==> src/mpt_pkg.sv <==
// package: register map, field positions and reset values of the pwm timer
package mpt_pkg;
  // sizes
  localparam int          NUM_MATCH = 7;           // match registers, index 0 sets the period
  localparam int          NUM_PWM   = 6;           // pwm outputs 1..6
  localparam int          NUM_CAP   = 2;           // capture inputs usable as count source
  localparam int          ADDR_W    = 8;           // apb byte address width
  // register byte offsets
  localparam logic [7:0]  OFF_STATUS    = 8'h00;   // sticky match events, write one to clear
  localparam logic [7:0]  OFF_MASK      = 8'h04;   // interrupt mask, same layout
  localparam logic [7:0]  OFF_CTRL      = 8'h08;   // run, hold in reset, pwm mode
  localparam logic [7:0]  OFF_COUNT     = 8'h0C;   // timer count
  localparam logic [7:0]  OFF_PRESCALE  = 8'h10;   // prescale terminal value
  localparam logic [7:0]  OFF_PRECOUNT  = 8'h14;   // prescale counter, read only
  localparam logic [7:0]  OFF_MATCHCTL  = 8'h18;   // three action bits per match
  localparam logic [7:0]  OFF_MATCH0    = 8'h1C;   // period_match_register, then matches 1..6
  localparam logic [7:0]  OFF_CNTCTL    = 8'h38;   // count source mode and capture select
  localparam logic [7:0]  OFF_PWMCTL    = 8'h3C;   // double edge selects and output enables
  localparam logic [7:0]  OFF_RELEASE   = 8'h40;   // release of new match values
  localparam logic [7:0]  MATCH_STRIDE  = 8'h04;   // spacing of match words
  // control register fields
  localparam int          CTL_RUN   = 0;           // counting enabled
  localparam int          CTL_HOLD  = 1;           // count and prescaler held at zero
  localparam int          CTL_PWM   = 2;           // pwm mode
  localparam int          CTL_W     = 3;
  // match control fields, per match k at k*MCR_W
  localparam int          MCR_INT   = 0;           // raise status bit on match
  localparam int          MCR_RST   = 1;           // reset count on match
  localparam int          MCR_STOP  = 2;           // stop counting on match
  localparam int          MCR_W     = 3;
  // count control fields
  localparam int          CCR_MODE  = 0;           // two bits, see mode enum
  localparam int          CCR_SEL   = 2;           // capture input select
  localparam int          CCR_W     = 3;
  // pwm control fields
  localparam int          PCR_DBL   = 2;           // bits 2..6: output n is double edge
  localparam int          PCR_ENA   = 9;           // bits 9..14: output n enable at 8+n
  localparam int          PCR_W     = 15;
  // reset values
  localparam logic [31:0] RST_WORD  = 32'h0000_0000;
  // count source
  typedef enum logic [1:0] {
    MPT_SRC_CLK,                                   // every pclk
    MPT_SRC_RISE,                                  // rising edges of capture input
    MPT_SRC_FALL,                                  // falling edges
    MPT_SRC_BOTH                                   // both edges
  } mpt_mode_e;
endpackage

==> src/mpt_chan.sv <==
// one pwm output stage: set and clear events into a registered level
module mpt_chan
  import mpt_pkg::*;
(
  // clock and reset
  input  wire logic pclk,
  input  wire logic presetn,
  // control and events
  input  wire logic enable,
  input  wire logic set_ev,
  input  wire logic clr_ev,
  // output
  output logic      pwm_out
);
  logic next_out;  // next output level

  // clear beats set so a zero width stays low all cycle
  always_comb begin
    next_out = pwm_out;
    if (!enable) begin
      next_out = 1'b0;
    end else if (clr_ev) begin
      next_out = 1'b0;
    end else if (set_ev) begin
      next_out = 1'b1;
    end
  end

  // output register
  always_ff @(posedge pclk or negedge presetn) begin
    if (!presetn) begin
      pwm_out <= 1'b0;
    end else begin
      pwm_out <= next_out;
    end
  end
endmodule

==> src/mpt_pwm_timer.sv <==
// multi channel pwm timer with apb register slave and match interrupt
// Notes on behaviour
// period match resets count, sets shared period
// single edge outputs rise at period match
// single edge falls at its own match
// zero edge value keeps output constantly low
// double edge uses rise and fall matches
// rise first positive pulse, else negative
// seven matches, six single or three double
// per match continue, stop or reset, interrupt
// released match values apply at period match
// without pwm mode, plain timer behaviour
// 32-bit count behind 32-bit prescaler
// count source pclk or capture input edges
// period and width any whole tick count
// prescaler terminal value advances count, restarts
module mpt_pwm_timer
  import mpt_pkg::*;
(
  // clock and reset
  input  wire logic              pclk,
  input  wire logic              presetn,
  // apb slave
  input  wire logic              psel,
  input  wire logic              penable,
  input  wire logic              pwrite,
  input  wire logic [ADDR_W-1:0] paddr,
  input  wire logic [31:0]       pwdata,
  output logic      [31:0]       prdata,
  output logic                   pready,
  output logic                   pslverr,
  // count source
  input  wire logic [NUM_CAP-1:0] cap_in,
  // outputs
  output logic      [NUM_PWM:1]  pwm_out,
  output logic                   irq
);
  // register state
  logic [NUM_MATCH-1:0] status;          // sticky match events
  logic [NUM_MATCH-1:0] mask;            // interrupt mask
  logic [CTL_W-1:0]     ctrl;            // run, hold, pwm mode
  logic [31:0]          count;           // timer count
  logic [31:0]          prescale;        // prescale terminal value
  logic [31:0]          precount;        // prescale counter
  logic [NUM_MATCH*MCR_W-1:0] matchctl;  // match actions
  logic [31:0]          match [NUM_MATCH];   // software match values
  logic [31:0]          shadow [NUM_MATCH];  // values used by compare
  logic [CCR_W-1:0]     cntctl;          // count source
  logic [PCR_W-1:0]     pwmctl;          // output types and enables
  logic [NUM_MATCH-1:0] release_q;       // pending release per match
  logic [NUM_CAP-1:0]   cap_prev;        // capture inputs one cycle ago
  // next values
  logic [NUM_MATCH-1:0] next_status;
  logic [NUM_MATCH-1:0] next_mask;
  logic [CTL_W-1:0]     next_ctrl;
  logic [31:0]          next_count;
  logic [31:0]          next_prescale;
  logic [31:0]          next_precount;
  logic [NUM_MATCH*MCR_W-1:0] next_matchctl;
  logic [31:0]          next_match [NUM_MATCH];
  logic [31:0]          next_shadow [NUM_MATCH];
  logic [CCR_W-1:0]     next_cntctl;
  logic [PCR_W-1:0]     next_pwmctl;
  logic [NUM_MATCH-1:0] next_release;
  logic [31:0]          next_prdata;
  logic                 next_pready;
  logic                 next_pslverr;
  logic                 next_irq;
  // decoded strobes and timer events
  logic                 setup;           // apb setup cycle
  logic                 wr;              // write taken this edge
  logic [NUM_MATCH-1:0] hit;             // match events on this tick
  logic                 src_ev;          // count source event
  logic                 tick;            // count advances
  logic                 cap_now;         // selected capture level
  logic                 cap_old;         // selected capture level, previous
  logic                 pwm_mode;        // pwm mode active
  mpt_mode_e            mode;            // count source mode
  logic [31:0]          rd_val;          // read mux
  logic                 rd_bad;          // unmapped address
  logic [NUM_PWM:1]     set_ev;          // per output set
  logic [NUM_PWM:1]     clr_ev;          // per output clear

  assign setup    = psel && !penable;
  assign wr       = psel && penable && pready && pwrite;
  assign pwm_mode = ctrl[CTL_PWM];
  assign mode     = mpt_mode_e'(cntctl[CCR_MODE +: 2]);
  assign cap_now  = cap_in[cntctl[CCR_SEL]];
  assign cap_old  = cap_prev[cntctl[CCR_SEL]];

  // count source and prescaler terminal detect
  always_comb begin
    case (mode)
      MPT_SRC_CLK:  src_ev = 1'b1;
      MPT_SRC_RISE: src_ev = cap_now && !cap_old;
      MPT_SRC_FALL: src_ev = !cap_now && cap_old;
      MPT_SRC_BOTH: src_ev = cap_now != cap_old;
      default:      src_ev = 1'b0;
    endcase
    tick = ctrl[CTL_RUN] && !ctrl[CTL_HOLD] && src_ev && (precount == prescale);
  end

  // full width compare of every match on a tick
  always_comb begin
    for (int k = 0; k < NUM_MATCH; k++) begin
      hit[k] = tick && (count == shadow[k]);
    end
  end

  // pwm output events
  genvar n;
  generate
    for (n = 1; n <= NUM_PWM; n++) begin : g_out
      logic dbl;  // output uses two matches
      if (n == 1) begin : g_single
        assign dbl = 1'b0;
      end else begin : g_dual
        assign dbl = pwmctl[PCR_DBL + n - 2];
      end
      // single: rise at period unless edge is zero; double: rise at match n-1
      assign set_ev[n] = dbl ? hit[n-1] : (hit[0] && (shadow[n] != RST_WORD));
      assign clr_ev[n] = hit[n];
      mpt_chan u_chan (
        .pclk    (pclk),
        .presetn (presetn),
        .enable  (pwm_mode && pwmctl[PCR_ENA + n - 1]),
        .set_ev  (set_ev[n]),
        .clr_ev  (clr_ev[n]),
        .pwm_out (pwm_out[n])
      );
    end
  endgenerate

  // read mux with unmapped detection
  always_comb begin
    rd_val = RST_WORD;
    rd_bad = 1'b0;
    case (paddr)
      OFF_STATUS:   rd_val = {25'h0, status};
      OFF_MASK:     rd_val = {25'h0, mask};
      OFF_CTRL:     rd_val = {29'h0, ctrl};
      OFF_COUNT:    rd_val = count;
      OFF_PRESCALE: rd_val = prescale;
      OFF_PRECOUNT: rd_val = precount;
      OFF_MATCHCTL: rd_val = {11'h0, matchctl};
      OFF_CNTCTL:   rd_val = {29'h0, cntctl};
      OFF_PWMCTL:   rd_val = {17'h0, pwmctl};
      OFF_RELEASE:  rd_val = {25'h0, release_q};
      default: begin
        rd_bad = 1'b1;
        for (int k = 0; k < NUM_MATCH; k++) begin
          if (paddr == 8'(OFF_MATCH0 + 8'(k) * MATCH_STRIDE)) begin
            rd_val = match[k];
            rd_bad = 1'b0;
          end
        end
      end
    endcase
  end

  // register writes, counting, match actions and shadow loads
  always_comb begin
    next_mask     = mask;
    next_ctrl     = ctrl;
    next_prescale = prescale;
    next_matchctl = matchctl;
    next_cntctl   = cntctl;
    next_pwmctl   = pwmctl;
    next_release  = release_q;
    next_count    = count;
    next_precount = precount;
    next_status   = status;
    for (int k = 0; k < NUM_MATCH; k++) begin
      next_match[k]  = match[k];
      next_shadow[k] = shadow[k];
    end
    // prescaler and count
    if (ctrl[CTL_HOLD]) begin
      next_count    = RST_WORD;
      next_precount = RST_WORD;
    end else if (tick) begin
      next_precount = RST_WORD;
      next_count    = count + 32'h1;
    end else if (ctrl[CTL_RUN] && src_ev) begin
      next_precount = precount + 32'h1;
    end
    // match actions, pwm mode always restarts at the period match
    for (int k = 0; k < NUM_MATCH; k++) begin
      if (hit[k] && matchctl[k*MCR_W + MCR_RST]) begin
        next_count = RST_WORD;
      end
      if (hit[k] && matchctl[k*MCR_W + MCR_STOP]) begin
        next_ctrl[CTL_RUN] = 1'b0;
      end
    end
    if (hit[0] && pwm_mode) begin
      next_count = RST_WORD;
    end
    // software writes
    if (wr) begin
      case (paddr)
        OFF_STATUS:   next_status  = status & ~pwdata[NUM_MATCH-1:0];
        OFF_MASK:     next_mask    = pwdata[NUM_MATCH-1:0];
        OFF_CTRL:     next_ctrl    = pwdata[CTL_W-1:0];
        OFF_COUNT:    next_count   = pwdata;
        OFF_PRESCALE: next_prescale = pwdata;
        OFF_MATCHCTL: next_matchctl = pwdata[NUM_MATCH*MCR_W-1:0];
        OFF_CNTCTL:   next_cntctl  = pwdata[CCR_W-1:0];
        OFF_PWMCTL:   next_pwmctl  = pwdata[PCR_W-1:0];
        default: begin
          for (int k = 0; k < NUM_MATCH; k++) begin
            if (paddr == 8'(OFF_MATCH0 + 8'(k) * MATCH_STRIDE)) begin
              next_match[k] = pwdata;
            end
          end
        end
      endcase
    end
    // interrupt events win over a clear in the same cycle
    for (int k = 0; k < NUM_MATCH; k++) begin
      if (hit[k] && matchctl[k*MCR_W + MCR_INT]) begin
        next_status[k] = 1'b1;
      end
    end
    // shadow loading
    for (int k = 0; k < NUM_MATCH; k++) begin
      if (!pwm_mode) begin
        next_shadow[k] = match[k];
      end else if (hit[0] && release_q[k]) begin
        next_shadow[k]  = match[k];
        next_release[k] = 1'b0;
      end
    end
    // release bits written by software, a new set beats the hardware clear
    if (wr && paddr == OFF_RELEASE) begin
      next_release = next_release | pwdata[NUM_MATCH-1:0];
    end
  end

  // register and timer state
  always_ff @(posedge pclk or negedge presetn) begin
    if (!presetn) begin
      status    <= '0;
      mask      <= '0;
      ctrl      <= '0;
      count     <= RST_WORD;
      prescale  <= RST_WORD;
      precount  <= RST_WORD;
      matchctl  <= '0;
      cntctl    <= '0;
      pwmctl    <= '0;
      release_q <= '0;
      cap_prev  <= '0;
      for (int k = 0; k < NUM_MATCH; k++) begin
        match[k]  <= RST_WORD;
        shadow[k] <= RST_WORD;
      end
    end else begin
      status    <= next_status;
      mask      <= next_mask;
      ctrl      <= next_ctrl;
      count     <= next_count;
      prescale  <= next_prescale;
      precount  <= next_precount;
      matchctl  <= next_matchctl;
      cntctl    <= next_cntctl;
      pwmctl    <= next_pwmctl;
      release_q <= next_release;
      cap_prev  <= cap_in;
      for (int k = 0; k < NUM_MATCH; k++) begin
        match[k]  <= next_match[k];
        shadow[k] <= next_shadow[k];
      end
    end
  end

  // bus answer: data caught in setup, ready in the access cycle
  always_comb begin
    next_pready  = setup;
    next_pslverr = setup && rd_bad;
    next_prdata  = prdata;
    if (setup && !pwrite) begin
      next_prdata = rd_val;
    end
    next_irq = |(next_status & mask);
  end

  // bus answer and interrupt registers
  always_ff @(posedge pclk or negedge presetn) begin
    if (!presetn) begin
      prdata  <= RST_WORD;
      pready  <= 1'b0;
      pslverr <= 1'b0;
      irq     <= 1'b0;
    end else begin
      prdata  <= next_prdata;
      pready  <= next_pready;
      pslverr <= next_pslverr;
      irq     <= next_irq;
    end
  end
endmodule

==> config.mk <==
export PLATFORM = sky130hd
export DESIGN_NAME = mpt_pwm_timer
export DESIGN_NICKNAME = d
export VERILOG_FILES = /design/src/mpt_pkg.sv /design/src/mpt_chan.sv /design/src/mpt_pwm_timer.sv
export SDC_FILE = /design/constraint.sdc
export NUM_CORES = 1
export LEC_CHECK = 0
export ABC_AREA = 1
export BUFFER_PORTS_ARGS = -buffer_cell sky130_fd_sc_hd__buf_4
export CAP_MARGIN = 0
export CORE_AREA = 2 2 275 277
export CTS_BUF_LIST = sky130_fd_sc_hd__clkbuf_8
export DETAILED_ROUTE_END_ITERATION = 7
export DIE_AREA = 0 0 277 279
export PLACE_DENSITY_LB_ADDON = 0.05
export SYNTH_ARGS = -nofsm -noshare
export SYNTH_HDL_FRONTEND = slang
export SYNTH_SLANG_ARGS = --single-unit
==> constraint.sdc <==
create_clock -name pclk -period 3.45 [get_ports pclk]
set_input_delay 0.345 -clock pclk [delete_from_list [all_inputs] [get_ports pclk]]
set_output_delay 0.345 -clock pclk [all_outputs]
set_load 0.02 [all_outputs]
==> results of run 1 <==
## per-stage QoR
step	std cells	area [um^2]	hold slack [ps]
floorplan	4256	33190	49.41
global placement	5295	35960	397.7
detailed placement	5295	35960	394.1
CTS	5530	38620	52.76
global route	5531	38630	120.7
finish	5532	38630	113.7
## power by group
part           internal [mW]  switching, mW
logic                  0.491          0.974
clock network           3.90           3.37
registers               7.84          0.151
## registers in the layout, summed over array words and instances, names as in the netlist, 2 cells and up
| register | count |
|---|---|
| match | 224 |
| shadow | 224 |
| ctrl | 3 |
| pwmctl | 15 |
| precount | 32 |
| prescale | 32 |
| matchctl | 21 |
| cntctl | 3 |
| prdata | 32 |
| mask | 7 |
| count | 32 |
| status | 7 |
| g_out.u_chan.pwm_out | 6 |
| cap_prev | 2 |
| release_q | 7 |
## cells by family (layout without fill, tap and decap cells)
| kind of cell | count (synthesis) | in the layout | synth area share (%) |
|---|---|---|---|
| compound gates | 862 | 862 | 15.12 |
| xor+xnor | 123 | 123 | 3.246 |
| fa+ha+maj | 4 | 4 | 0.1508 |
| buf+inv | 721 | 1026 | 8.674 |
| flops | 650 | 650 | 49.00 |
| mux | 11 | 11 | 0.3732 |
| other cells | 0 | 2 | 0 |
| simple gates | 1885 | 1885 | 23.43 |
## cell type report
| cell class | count | area (um^2) | area share, % |
|---|---|---|---|
| Multi-Input combinational cell | 2885 | 14100 | 36.49 |
| Inverter | 523 | 1963 | 5.082 |
| Timing Repair Buffer | 305 | 2790 | 7.222 |
| Tap cell | 969 | 1212 | 3.138 |
| Antenna cell | 2 | 5.005 | 0.01296 |
| Clock buffer | 149 | 2051 | 5.308 |
| Clock inverter | 49 | 247.7 | 0.6413 |
| Sequential cell | 650 | 16270 | 42.10 |
## worst paths after layout
kind | startpoint | cells after the start | endpoint
hold reg to reg | match[9] | 2 | shadow[9]
setup reg to reg | cntctl[2] | 19 | count[6]
hold / removal | psel | 5 | pslverr
max in group asynchronous | presetn | 3 | match[37]
setup / recovery | cntctl[2] | 19 | count[6]
min in group asynchronous | presetn | 2 | shadow[126]
## cell usage in the layout (no fill, tap or decap), drive strengths merged, types with 102 or more instances in the layout
| cell | n |
|---|---|
| clkbuf | 149 |
| buf | 268 |
| o22ai | 102 |
| nand2 | 1272 |
| nor2 | 313 |
| a21oi | 117 |
| o21ai | 467 |
| nand4 | 155 |
| dfrtp | 650 |
| inv | 547 |
## timing repair
item | in CTS | in global routing
gates resized for setup | 0 | 1
setup endpoints to repair | 0 | 3
hold endpoints to repair | 219 | 0
hold buffers | 37 | 0
buffers inserted | 0 | 0
## worst max-delay path, stage by stage, from the launching register on
cell,delay [ps]
dfrtp_1,360
inv_1,70
or2_2,260
o21ai_0,100
inv_1,70
ha_1,280
a21oi_1,130
o21ai_0,90
nand2_1,110
nand2_1,150
nor2_2,150
nand3_2,140
buf_4,240
nor2_1,160
nand2_1,110
nand2_1,100
nor2_1,50
nand2_1,100
buf_12,170
o22ai_1,90
## per-layer routing
layer	global-route usage [%]	vias up	routed length, um
met3	4.652	233	7074
met4	13.78	0	5435
met1	43.04	14560	53810
met5	0	-	0
met2	54.36	983	59790
li1	-	14310	-
==> flow_summary.yaml, run 1 <==
outcome:
  status: "complete, no violations"
setup_path:
  critPathMaxFanout: 21
  cp.required_ps: 4040
  cp-start-kind: "flip-flop"
  r2r_slack_ps: 340
  worst_setup_path_end_kind: "flip-flop"
  crit_type: "reg2reg"
  arrival_ps: 3700
sta:
  worstMarginPinSlew_ps: 970.3
  grt_setup_unrepaired: "no"
  hold_viol: 0
  finClkSkew_ps: 43.87
  setup_viol: 0
  fin_crit_sh_pct: 90.22
  period_minus_slack_ps: 3113
  finalWorstSetupSlack_ps: 337.4
  drv_slew: 0
  timing.slew.headroom_pct: 35.24
  setup_tns_ps: 0
  timing.fmax_ghz: 0.3213
logic_synthesis:
  synthCells: 4256
  ys_seq_area_share_pct: 49.00
  synth_top_area_share_pct: 49.00
  syn_area_um2: 33190
  syn_avg_cell_area_um2: 7.799
  async_flop_share_pct: 100.0
  yosysMostFrequentCell: "nand2_1"
  synth_common_cells: "nand2_1, dfrtp_1, inv_1"
  ys_warn_count: 0
  yosysTopAreaCell: "dfrtp_1"
  synth_nets: 4307
  yosys-top-cells-area: "dfrtp_1, nand2_1, o21ai_0, inv_1, nor2_1"
  ys_types: 48
  synth_edf_count: 0
  synth_seq_cells: 650
  ys.flop_type: "dfrtp_1"
clocking:
  cts.sinks: 650
  clk_latency_ps: 750
  cts_made_buffers: 113
  cts_tree: "done"
  cts_buffer_depth: 3
  h-tree-depth: 3
  clk_pin_slew_worst_paths_ps: 60
  clock_tree.root_cell: "clkbuf_8"
grt:
  grt_pass1_vias: 28920
  grt_pass1_wl_mm: 188.5
  antenna_found_initial: 3
  overflow: 0
  track_usage_pct: 32.74
  grt_max_degree: 106
final_layout:
  nets: 4529
  utilization_pct: 52.16
  area_delta_synth_final_pct: 16.39
  fillers: 7289
  layout-drive-gt1-share_pct: 10.87
detailed_routing:
  antenna_left: 0
  routed_via_density: 5.437
  wl_per_cell_um: 22.80
  drt_iter0_markers: 2808
  drt-total-wl_mm: 126.1
  first_pass_iters: 7
  drc: 0
  vias: 30080
power_and_ir_drop:
  p_leak_nw: 17.66
  report.power.total_mw: 16.73
  vdd_drop_max_v: 0.0003529
  p_per_area_nw_per_um2: 433.1
place:
  io_buffer_count: 87
  globalplace.congestion: 0.9923
  dpl.hpwl_mm: 94.53
  place_ws_ps: 325.4
job:
  cap_violations: 0
floorplanning:
  coreArea_um2: 74070
  die_w_um: 277
  die-height_um: 279
  start_util_pct: 44.81
  io_pins: 88
  die-area_um2: 77280
  num_rows: 100
worst_hold_path:
  hold_path.class: "in2reg"
No activity file was read; power rests on OpenSTA's default activity.
==> run 2, diff against run 1 <==
Settings changed: CORE_AREA 2 2 275 277 to 2 2 292 294, DIE_AREA 0 0 277 279 to 0 0 294 296, GPL_TIMING_DRIVEN from default to 1.
==> run 2 against run 1 <==
Clock power grew 0.7%. Sequential cell count is the same. Worst setup slack lost 90 ps. Design area grew 0.13%. Largest cell class unchanged.
==> flow_summary.yaml, run 2 (synthesis gave the netlist of run 1 again) <==
setup_path:
  critPathMaxFanout: 17
  r2r_slack_ps: 250
  arrival_ps: 3870
  cp.required_ps: 4120
  cp-start-kind: "flip-flop"
  crit_type: "reg2reg"
  worst_setup_path_end_kind: "flip-flop"
detailed_routing:
  drt-total-wl_mm: 133.8
  vias: 30150
  routed_via_density: 5.335
  drt_iter0_markers: 2877
  first_pass_iters: 6
  wl_per_cell_um: 23.67
  drc: 0
  antenna_left: 0
clocking:
  cts_made_buffers: 118
  clock_tree.root_cell: "clkbuf_8"
  cts.sinks: 650
  clk_latency_ps: 800
  cts_buffer_depth: 3
  h-tree-depth: 3
  cts_tree: "done"
  clk_pin_slew_worst_paths_ps: 60
sta:
  finClkSkew_ps: 41.13
  timing.fmax_ghz: 0.3123
  holdWs_ps: 88.02
  period_minus_slack_ps: 3202
  fin_crit_sh_pct: 92.82
  grt_setup_unrepaired: "yes"
  setup_viol: 0
  setup_tns_ps: 0
  worstMarginPinSlew_ps: 1002
  drv_slew: 0
  timing.slew.headroom_pct: 32.58
  finalWorstSetupSlack_ps: 247.7
  hold_viol: 0
power_and_ir_drop:
  p_leak_nw: 17.65
  vdd_drop_max_v: 0.0002871
  p_per_area_nw_per_um2: 434.1
  report.power.total_mw: 16.79
final_layout:
  area_delta_synth_final_pct: 16.54
  design_area_um2: 38680
  fin_cells: 5651
  layout-drive-gt1-share_pct: 10.40
  nets: 4513
  final_common_cell: "nand2_1"
  utilization_pct: 45.94
  layout_common_cells: "nand2_1, dfrtp_1, inv_1"
  reg_top3: "match: 224 flops, shadow: 224 flops"
grt:
  antenna_found_initial: 2
  grt_pass1_wl_mm: 194.6
  track_usage_pct: 30.57
  overflow: 0
  grt_pass1_vias: 28990
  grt_max_degree: 92
place:
  globalplace.congestion: 0.9642
  placed_cell_area_um2: 35870
  dpl.hpwl_mm: 97.18
  dp.cells: 5391
  io_buffer_count: 87
  place_ws_ps: 180.9
floorplanning:
  die-height_um: 296
  start_util_pct: 39.42
  io_pins: 88
  die-area_um2: 87020
  die_w_um: 294
  coreArea_um2: 84210
  num_rows: 107
job:
  cap_violations: 0
outcome:
  status: "complete, no violations"
worst_hold_path:
  hold_path.class: "in2async"
run 2: critical path, cell delays in order (launching register included):
cell and delay [ps]:
dfrtp_1 370, inv_1 80, or2_2 260, o21ai_0 110
inv_1 70, ha_1 270, a21oi_1 150, o21ai_0 110
nand2_1 110, nand2_1 150, nor2_4 180, nand3_4 250
nor2_2 240, nand4_1 230, nor2_1 250, nand3_1 100
nand3_1 100, nand2_1 60
run 2: final cells by class:
class	count	area [um^2]
clock inverter	70	334.1
timing repair buffer	284	2620
tap	1090	1364
clock buffer	146	2009
sequential	650	16270
multi-input combinational	2885	14120
inverter	523	1963
fill	8569	45530
antenna	3	7.507
run 2: path summary, 6_finish.rpt:
check                           startpoint          end  depth (start not counted)
worst max-delay path             cntctl[2]    count[26]                         17
worst min-delay path               presetn   match[111]                          2
worst max register to register   cntctl[2]    count[26]                         17
worst min register to register  match[198]  shadow[198]                          2
max in group asynchronous          presetn   match[131]                          3
min in group pclk                 paddr[2]      ctrl[2]                          6
run 2: power by group:
group / switching [mW] / internal (mW)
clock network: 3.46 / 3.87
logic: 0.999 / 0.476
registers: 0.152 / 7.84
total: 4.61 / 12.2
run 2: per-layer routing:
layer	vias up	part of all wire [%]	GRT usage, %
met4	0	4.4	12.08
met1	14670	43	39.97
met2	948	47	50.78
met3	253	5.6	4.924
li1	14280	-	-
met5	-	0	0
run 2: repair_timing:
action / CTS / global route
setup buffers: 0 / 2
hold buffers: 37 / 0
gates resized for setup: 0 / 6
endpoints found under the hold margin: 677 / 0
endpoints found under the setup margin: 0 / 34
